### src/logic/spicfg_pkg.sv
// Constants for the serial configuration and reset register bank
package spicfg_pkg;
	localparam int SPICFG_ADDR_W = 15;
	localparam int SPICFG_INSTR_BITS = 16;
	localparam int SPICFG_WORD_BITS = 8;
	localparam int SPICFG_CHANNELS = 2;
	// Register offsets
	localparam logic [14:0] SPICFG_SETUP_A_ADDR = 15'h0000;
	localparam logic [14:0] SPICFG_SETUP_B_ADDR = 15'h0001;
	localparam logic [14:0] SPICFG_POWER_ADDR = 15'h0002;
	localparam logic [14:0] SPICFG_CHSEL_ADDR = 15'h0008;
	// Field positions, primary setup register
	localparam int SPICFG_A_SOFT_RST = 0;
	localparam int SPICFG_A_LSB_FIRST = 1;
	localparam int SPICFG_A_ADDR_INC = 2;
	localparam int SPICFG_A_ADDR_INC_M = 5;
	localparam int SPICFG_A_LSB_FIRST_M = 6;
	localparam int SPICFG_A_SOFT_RST_M = 7;
	// Field positions, secondary setup register
	localparam int SPICFG_B_DP_RST = 1;
	// Reset values
	localparam logic SPICFG_LSB_FIRST_RST = 1'b0;
	localparam logic SPICFG_ADDR_INC_RST = 1'b0;
	localparam logic [1:0] SPICFG_POWER_RST = 2'h0;
	localparam logic [1:0] SPICFG_CHSEL_RST = 2'h3;
	// Channel power encodings
	localparam logic [1:0] SPICFG_PWR_NORMAL = 2'h0;
	localparam logic [1:0] SPICFG_PWR_STANDBY = 2'h2;
	localparam logic [1:0] SPICFG_PWR_DOWN = 2'h3;
	// Serial port states
	typedef enum logic [1:0] {
		SPICFG_ST_INSTR,
		SPICFG_ST_DATA,
		SPICFG_ST_HOLD
	} spicfg_state_t;
endpackage

### src/logic/spicfg_sync.sv
// Three-stage pin synchroniser with agreement filter
`timescale 1ns/1ps
module spicfg_sync #(
	parameter int WIDTH = 3,
	parameter logic [WIDTH-1:0] INIT = '0
) (
	// Clock and reset
	input wire logic core_clk,
	input wire logic rstn,
	// Pins and filtered levels
	input wire logic [WIDTH-1:0] pin_in,
	output logic [WIDTH-1:0] level_out
);
	generate
		for (genvar i = 0; i < WIDTH; i++) begin : g_bit
			logic ff1;
			logic ff2;
			logic ff3;
			logic next_level;
			// The first stage feeds only the second
			always_comb begin
				next_level = (ff2 == ff3) ? ff3 : level_out[i];
			end
			always_ff @(posedge core_clk or negedge rstn) begin
				if (!rstn) begin
					ff1 <= INIT[i];
					ff2 <= INIT[i];
					ff3 <= INIT[i];
					level_out[i] <= INIT[i];
				end else begin
					ff1 <= pin_in[i];
					ff2 <= ff1;
					ff3 <= ff2;
					level_out[i] <= next_level;
				end
			end
		end
	endgenerate
endmodule // spicfg_sync

### src/logic/spicfg_regs.sv
// Serial port slave with configuration, reset and power registers
`timescale 1ns/1ps
module spicfg_regs
	import spicfg_pkg::*;
(
	// Clock and reset
	input wire logic core_clk,
	input wire logic rstn,
	// Serial pins
	input wire logic spi_sclk,
	input wire logic select_low_input_n,
	input wire logic sdio_in,
	output logic sdio_out,
	output logic sdio_oe,
	// Reset strobes to the rest of the chip
	output logic soft_reset_pulse,
	output logic datapath_reset_pulse,
	// Configuration state
	output logic lsb_first,
	output logic addr_inc,
	output logic [2*SPICFG_CHANNELS-1:0] chan_power_mode,
	// Per-channel power controls
	output logic [SPICFG_CHANNELS-1:0] datapath_clk_en,
	output logic [SPICFG_CHANNELS-1:0] datapath_hold_reset,
	output logic [SPICFG_CHANNELS-1:0] link_enable
);
	////////////////////////////////////////////////////////////////////////
	logic sclk_s;
	logic csb_s;
	logic sdi_s;
	spicfg_sync #(.WIDTH(3), .INIT(3'h2)) u_sync (
		.core_clk(core_clk),
		.rstn(rstn),
		.pin_in({spi_sclk, select_low_input_n, sdio_in}),
		.level_out({sclk_s, csb_s, sdi_s})
	);

	////////////////////////////////////////////////////////////////////////
	spicfg_state_t st;
	spicfg_state_t next_st;
	logic sclk_q;
	logic [3:0] bit_cnt;
	logic [3:0] next_bit_cnt;
	logic [15:0] shreg;
	logic [15:0] next_shreg;
	logic rw;
	logic next_rw;
	logic [14:0] addr;
	logic [14:0] next_addr;
	logic [7:0] rd_byte;
	logic [7:0] next_rd_byte;
	logic next_sdio_out;
	logic next_sdio_oe;
	logic next_soft;
	logic next_dp;
	logic next_lsb_first;
	logic next_addr_inc;
	logic [1:0] ch_sel;
	logic [1:0] next_ch_sel;
	logic [2*SPICFG_CHANNELS-1:0] next_power;
	logic rise;
	logic fall;
	logic byte_done;
	logic out_lsb;
	logic [7:0] setup_a_rd;

	assign rise = sclk_s & ~sclk_q;
	assign fall = ~sclk_s & sclk_q;
	assign byte_done = !csb_s && st == SPICFG_ST_DATA && rise &&
		bit_cnt == 4'h7;
	assign out_lsb = rd_byte[bit_cnt[2:0]];

	// Mirror bits are copies; the reset bit always reads back as zero
	always_comb begin
		setup_a_rd = 8'h00;
		setup_a_rd[SPICFG_A_LSB_FIRST] = lsb_first;
		setup_a_rd[SPICFG_A_LSB_FIRST_M] = lsb_first;
		setup_a_rd[SPICFG_A_ADDR_INC] = addr_inc;
		setup_a_rd[SPICFG_A_ADDR_INC_M] = addr_inc;
	end

	function automatic logic [7:0] read_mux(input logic [14:0] a,
		input logic [7:0] cfg_a, input logic [1:0] sel,
		input logic [2*SPICFG_CHANNELS-1:0] pwr);
		logic [7:0] v;
		v = 8'h00;
		unique case (a)
			SPICFG_SETUP_A_ADDR: v = cfg_a;
			SPICFG_POWER_ADDR: v = {6'h00, sel[0] ? pwr[1:0] : pwr[3:2]};
			SPICFG_CHSEL_ADDR: v = {6'h00, sel};
			default: v = 8'h00;
		endcase
		return v;
	endfunction

	function automatic logic [14:0] rev15(input logic [14:0] x);
		logic [14:0] r;
		r = 15'h0000;
		for (int i = 0; i < SPICFG_ADDR_W; i++) begin
			r[i] = x[SPICFG_ADDR_W-1-i];
		end
		return r;
	endfunction

	function automatic logic [7:0] rev8(input logic [7:0] x);
		logic [7:0] r;
		r = 8'h00;
		for (int i = 0; i < SPICFG_WORD_BITS; i++) begin
			r[i] = x[SPICFG_WORD_BITS-1-i];
		end
		return r;
	endfunction

	////////////////////////////////////////////////////////////////////////
	always_comb begin
		logic [14:0] a;
		logic [7:0] wb;
		logic [14:0] step;
		a = 15'h0000;
		wb = 8'h00;
		step = 15'h0000;
		next_st = st;
		next_bit_cnt = bit_cnt;
		next_shreg = shreg;
		next_rw = rw;
		next_addr = addr;
		next_rd_byte = rd_byte;
		next_sdio_out = sdio_out;
		next_sdio_oe = sdio_oe;
		next_soft = 1'b0;
		next_dp = 1'b0;
		next_lsb_first = lsb_first;
		next_addr_inc = addr_inc;
		next_ch_sel = ch_sel;
		next_power = chan_power_mode;
		if (csb_s) begin
			next_st = SPICFG_ST_INSTR;
			next_bit_cnt = 4'h0;
			next_sdio_oe = 1'b0;
		end else begin
			unique case (st)
				SPICFG_ST_INSTR: begin
					if (rise) begin
						next_shreg = {shreg[14:0], sdi_s};
						if (bit_cnt == 4'hf) begin
							// Read/write flag is always the first bit
							next_rw = next_shreg[15];
							a = lsb_first ? rev15(next_shreg[14:0]) :
								next_shreg[14:0];
							next_addr = a;
							next_rd_byte = read_mux(a, setup_a_rd, ch_sel,
								chan_power_mode);
							next_bit_cnt = 4'h0;
							next_st = SPICFG_ST_DATA;
						end else begin
							next_bit_cnt = bit_cnt + 4'h1;
						end
					end
				end
				SPICFG_ST_DATA: begin
					if (rise) begin
						next_shreg = {shreg[14:0], sdi_s};
						if (bit_cnt == 4'h7) begin
							wb = lsb_first ? rev8(next_shreg[7:0]) :
								next_shreg[7:0];
							step = addr_inc ? addr + 15'h0001 :
								addr - 15'h0001;
							next_addr = step;
							next_bit_cnt = 4'h0;
							next_rd_byte = read_mux(step, setup_a_rd, ch_sel,
								chan_power_mode);
							// Unlisted offsets are dropped silently
							if (!rw) begin
								unique case (addr)
									SPICFG_SETUP_A_ADDR: begin
										next_lsb_first = wb[SPICFG_A_LSB_FIRST] |
											wb[SPICFG_A_LSB_FIRST_M];
										next_addr_inc = wb[SPICFG_A_ADDR_INC] |
											wb[SPICFG_A_ADDR_INC_M];
										if (wb[SPICFG_A_SOFT_RST] |
											wb[SPICFG_A_SOFT_RST_M]) begin
											next_soft = 1'b1;
											next_lsb_first = SPICFG_LSB_FIRST_RST;
											next_addr_inc = SPICFG_ADDR_INC_RST;
											next_ch_sel = SPICFG_CHSEL_RST;
											next_power = {2{SPICFG_POWER_RST}};
											// Rest of frame ignored until deselect
											next_st = SPICFG_ST_HOLD;
										end
									end
									SPICFG_SETUP_B_ADDR: begin
										next_dp = wb[SPICFG_B_DP_RST];
									end
									SPICFG_POWER_ADDR: begin
										for (int i = 0; i < SPICFG_CHANNELS; i++) begin
											if (ch_sel[i]) begin
												next_power[2*i+:2] = wb[1:0];
											end
										end
									end
									SPICFG_CHSEL_ADDR: next_ch_sel = wb[1:0];
									default: next_ch_sel = ch_sel;
								endcase
							end
						end else begin
							next_bit_cnt = bit_cnt + 4'h1;
						end
					end
					// Drive on the falling edge so the host samples on rising
					if (fall && rw) begin
						next_sdio_oe = 1'b1;
						next_sdio_out = lsb_first ? out_lsb :
							rd_byte[3'h7 - bit_cnt[2:0]];
					end
				end
				SPICFG_ST_HOLD: begin
					next_sdio_oe = 1'b0;
				end
				default: next_st = SPICFG_ST_HOLD;
			endcase
		end
	end

	always_ff @(posedge core_clk or negedge rstn) begin
		if (!rstn) begin
			st <= SPICFG_ST_INSTR;
			sclk_q <= 1'b0;
			bit_cnt <= 4'h0;
			shreg <= 16'h0000;
			rw <= 1'b0;
			addr <= 15'h0000;
			rd_byte <= 8'h00;
			sdio_out <= 1'b0;
			sdio_oe <= 1'b0;
			soft_reset_pulse <= 1'b0;
			datapath_reset_pulse <= 1'b0;
			lsb_first <= SPICFG_LSB_FIRST_RST;
			addr_inc <= SPICFG_ADDR_INC_RST;
			ch_sel <= SPICFG_CHSEL_RST;
			chan_power_mode <= {2{SPICFG_POWER_RST}};
		end else begin
			st <= next_st;
			sclk_q <= sclk_s;
			bit_cnt <= next_bit_cnt;
			shreg <= next_shreg;
			rw <= next_rw;
			addr <= next_addr;
			rd_byte <= next_rd_byte;
			sdio_out <= next_sdio_out;
			sdio_oe <= next_sdio_oe;
			soft_reset_pulse <= next_soft;
			datapath_reset_pulse <= next_dp;
			lsb_first <= next_lsb_first;
			addr_inc <= next_addr_inc;
			ch_sel <= next_ch_sel;
			chan_power_mode <= next_power;
		end
	end

	////////////////////////////////////////////////////////////////////////
	// Code 01 is undefined and treated as normal operation
	generate
		for (genvar c = 0; c < SPICFG_CHANNELS; c++) begin : g_pwr
			assign datapath_clk_en[c] =
				chan_power_mode[2*c+:2] != SPICFG_PWR_STANDBY &&
				chan_power_mode[2*c+:2] != SPICFG_PWR_DOWN;
			assign datapath_hold_reset[c] =
				chan_power_mode[2*c+:2] == SPICFG_PWR_DOWN;
			assign link_enable[c] =
				chan_power_mode[2*c+:2] != SPICFG_PWR_DOWN;
		end
	endgenerate
endmodule // spicfg_regs

### config.mk
export PLATFORM = sky130hd
export DESIGN_NAME = spicfg_regs
export DESIGN_NICKNAME = d
export VERILOG_FILES = /design/src/logic/spicfg_pkg.sv /design/src/logic/spicfg_sync.sv /design/src/logic/spicfg_regs.sv
export SDC_FILE = /design/constraint.sdc
export NUM_CORES = 1
export LEC_CHECK = 0
export BUFFER_PORTS_ARGS = -buffer_cell sky130_fd_sc_hd__buf_4
export CAP_MARGIN = 15
export CORE_UTILIZATION = 55
export DETAILED_ROUTE_END_ITERATION = 16
export PLACE_DENSITY = 0.76
export SLEW_MARGIN = 20
export SYNTH_ARGS = -nofsm -noshare
export SYNTH_HDL_FRONTEND = slang
export SYNTH_HIERARCHICAL = 1
export SYNTH_SLANG_ARGS = --single-unit
### constraint.sdc
create_clock -name core_clk -period 2.15 [get_ports core_clk]
set_input_delay 0.215 -clock core_clk [delete_from_list [all_inputs] [get_ports core_clk]]
set_output_delay 0.215 -clock core_clk [all_outputs]
set_load 0.005 [all_outputs]
==> flow_metrics.tcl <==
set metrics [dict create \
    crit_required_ps 2400 \
    drt-pass1-iter-count 5 \
    path_clk_slew_ps 80 \
    synthTopCellsByArea "dfrtp_1 (38%), mux2_2 (7.1%), dfstp_2 (4.0%)" \
    grt_max_degree 67 \
    finalPower_uw 3240 \
    synth-xor-area-share_pct 2.22 \
    cts-root-buf "clkbuf_8" \
    postSynthCellCount 416 \
    gp_congestion 0.905 \
    power.density_mw_per_mm2 640 \
    worst_slack_ps -230 \
    port_buffers 20 \
    die_x_um 86.6 \
    vias 3751 \
    hpwl_um 7750 \
    async_flop_share_pct 100 \
    maxClockFrequency_mhz 420 \
    layout_min_cycle_time_ps 2380 \
    timing.setup.tns_ps -828 \
    maxSlewHeadroom_pct 44.4 \
    violations "setup timing" \
    yosysWarnings 6 \
    synth_common_cells "dfrtp_1 (60), nor2_1 (37), nand2_1 (29)" \
    core_area_sq_mm 0.00687 \
    route.detailed.drc 0 \
    start_util_pct 57.3 \
    synth_top_family_by_area "simple AND/OR/NAND/NOR gates" \
    hold_path.class "reg -> reg" \
    syn_area_sq_mm 0.00394 \
    nNetsFinal 510 \
    yosysTopAreaCell "dfrtp_1" \
    critPathCaptureType "flip-flop" \
    fin_crit_sh_pct 111 \
    syn_nets 426 \
    area_delta_synth_final_pct 28.4 \
    ys_seq_area_share_pct 42.1 \
    die-area_sq_mm 0.00750 \
    fp-row-count 30 \
    grt_pass1_wl_um 17700 \
    cts_buffers 9 \
    worst_pin_slew_ps 834 \
    synth-adder-area-share_pct 2.45 \
    finClkSkew_ps 11.7 \
    ir_drop_v 0.000711 \
    synthMuxAreaShare_pct 11.0 \
    synth_edf_count 0 \
    wl_um 11100 \
    antenna_found_initial 0 \
    layout-drive-gt1-share_pct 36.2 \
    boundaryPins 21 \
    rsz0062_at_grt "yes" \
    n_antenna_cell 0 \
    ctsHtreeMaxLevel 3 \
    synth_compound_area_share_pct 18.0 \
    placed_area_sq_mm 0.00461 \
    criticalPathCategory "reg -> reg" \
    synth.distinct_cells 63 \
    cp-start-kind "flip-flop" \
    postSynthAreaPerCell_sq_um 9.47 \
    die_h_um 86.6 \
    cts_num_sinks 66 \
    cp_slowest_stage_delay_ps 560 \
    status "complete, but fails checks" \
    crit_chain "or4_4 -> nor3_1 -> buf_4 -> nor2_1 -> xnor2_1 -> o2111ai_2 -> o41ai_2" \
    synthSimpleGateAreaFrac_pct 19.7 \
    wl_per_cell_um 18.4 \
    cts_buffer_depth 2 \
    grt.overflow.total 0 \
    yosysMostFrequentCell "dfrtp_1" \
    critPathArrivalTime_ps 2630 \
    setup_viol 6 \
    hold_viol_final 0 \
    ant_nets 0 \
    synth_top_area_share_pct 38.1 \
    via_per_inst 6.24 \
    ys_ff_latch 66 \
    critPathSlowestCell "or4_4" \
    drt_iter0_drc 319 \
    synthFlopType "dfrtp_1" \
    slew_violations 0 \
    cp_max_fo 4 \
    final_cell_area_sq_mm 0.00506 \
    grt_pass1_vias 3510 \
    grt_use_total_pct 31.3 \
    cap_violations 0 \
    p_leak_uw 0.00228 \
    cts_tree "built" \
    insertion_delay_ps 360 \
]
## cell type report
| class | count | area [sq um] |
|---|---|---|
| clock buffer | 11 | 131 |
| timing repair buffer | 100 | 768 |
| clock inverter | 5 | 80.1 |
| multi-input combinational | 310 | 2250 |
| tap | 96 | 120 |
| fill | 485 | 1810 |
| inverter | 13 | 48.8 |
| sequential | 66 | 1660 |
## where the power goes
group | leakage (uW) | internal (uW) | switching, uW
Clock | 0.0000995 | 651 | 489
Combinational | 0.00132 | 262 | 321
Sequential | 0.000864 | 1350 | 164
## worst paths after layout
check / from / end / slack [ps] / cells past startpoint
setup reg to reg: addr[5]$_DFFE_PN0P_ / rd_byte[0]$_DFFE_PN0P_ / -230 / 7
hold / removal: u_sync/g_bit[1].ff1$_DFF_PN1_ / u_sync/g_bit[1].ff2$_DFF_PN1_ / 350 / 0
setup / recovery: addr[5]$_DFFE_PN0P_ / rd_byte[0]$_DFFE_PN0P_ / -230 / 7
max in group asynchronous: rstn / addr[0]$_DFFE_PN0P_ / 1050 / 2
min in group asynchronous: rstn / addr[12]$_DFFE_PN0P_ / 480 / 2
hold reg to reg: u_sync/g_bit[1].ff1$_DFF_PN1_ / u_sync/g_bit[1].ff2$_DFF_PN1_ / 350 / 0
## layout by cell type (no fill, tap or decap), drive strengths merged, types with 3 or more instances in the layout
cell / synthesis / final
mux2i: 15 / 15
o22a: 7 / 7
o31ai: 6 / 6
nor4: 8 / 8
a211oi: 7 / 7
buf: 10 / 96
maj3: 3 / 3
dfrtp: 60 / 60
xor2: 6 / 6
nand3: 7 / 7
nor2b: 4 / 4
or3: 9 / 9
dfstp: 6 / 6
nand2b: 5 / 5
a22o: 5 / 5
o22ai: 7 / 7
inv: 13 / 13
nor3: 19 / 19
and3: 4 / 4
a31oi: 6 / 6
clkbuf: 17 / 11
a21o: 3 / 3
dlygate4sd3: 0 / 4
ha: 5 / 5
o21ai: 19 / 19
xnor2: 4 / 4
mux2: 25 / 25
a21oi: 26 / 26
a32oi: 3 / 3
nand2: 29 / 29
or4: 3 / 3
nor2: 38 / 38
nand4: 10 / 10
## sequential cells by signal, summed over array words and instances, names as in the netlist, 2 cells and up
register and cells:
addr 15, shreg 15, bit_cnt 4, chan_power_mode 4
rd_byte 4, u_sync/g_bit.ff1 3, u_sync/g_bit.ff2 3, u_sync/g_bit.ff3 3
u_sync/level_out 3, ch_sel 2, st 2
## timing repair
action | CTS | global route
resized for setup | 10 | 21
hold buffers | 4 | 0
pin swaps | 4 | 9
buffers inserted | 4 | 3
endpoints found under the setup margin | 13 | 19
cloned | 0 | 0
hold endpoints to repair | 23 | 0
## logic make-up (layout without fill, tap and decap cells)
group,count (synthesis),after routing
adder cells (fa/ha/maj),8,8
flip-flops,66,66
AND/OR/NAND/NOR,147,147
XOR/XNOR,10,10
buffers and inverters,40,129
multiplexers,40,40
AO/OA/AOI/OAI,105,105
## per-layer routing
metal  global-route usage [%]  part of all wire, %  wire [um]
met1                     41.0                   43       4740
met2                     50.6                   48       5330
met3                     5.71                  5.4        593
met4                     14.8                  3.6        400
met5                        0                    0          0
## metrics by stage
stage	worst slack [ps]	cells	util, %	hold slack [ps]
after detailed placement	-201	574	67.1	325
after global routing	-361	601	73.6	357
final	-230	601	73.6	349
after global placement	-94.9	574	67.1	323
after floorplan	-9.76	416	-	-80.6
after CTS	-179	598	72.0	354
## worst max-delay path, delay by kind of cell, from the launching register on
| kind | cells | cell delay [ps] |
|---|---|---|
| AND/OR/NAND/NOR | 3 | 840 |
| AO/OA/AOI/OAI | 2 | 620 |
| flip-flops | 1 | 380 |
| XOR/XNOR | 1 | 250 |
| buffers and inverters | 1 | 170 |
Power figures use the tool's default switching activity.
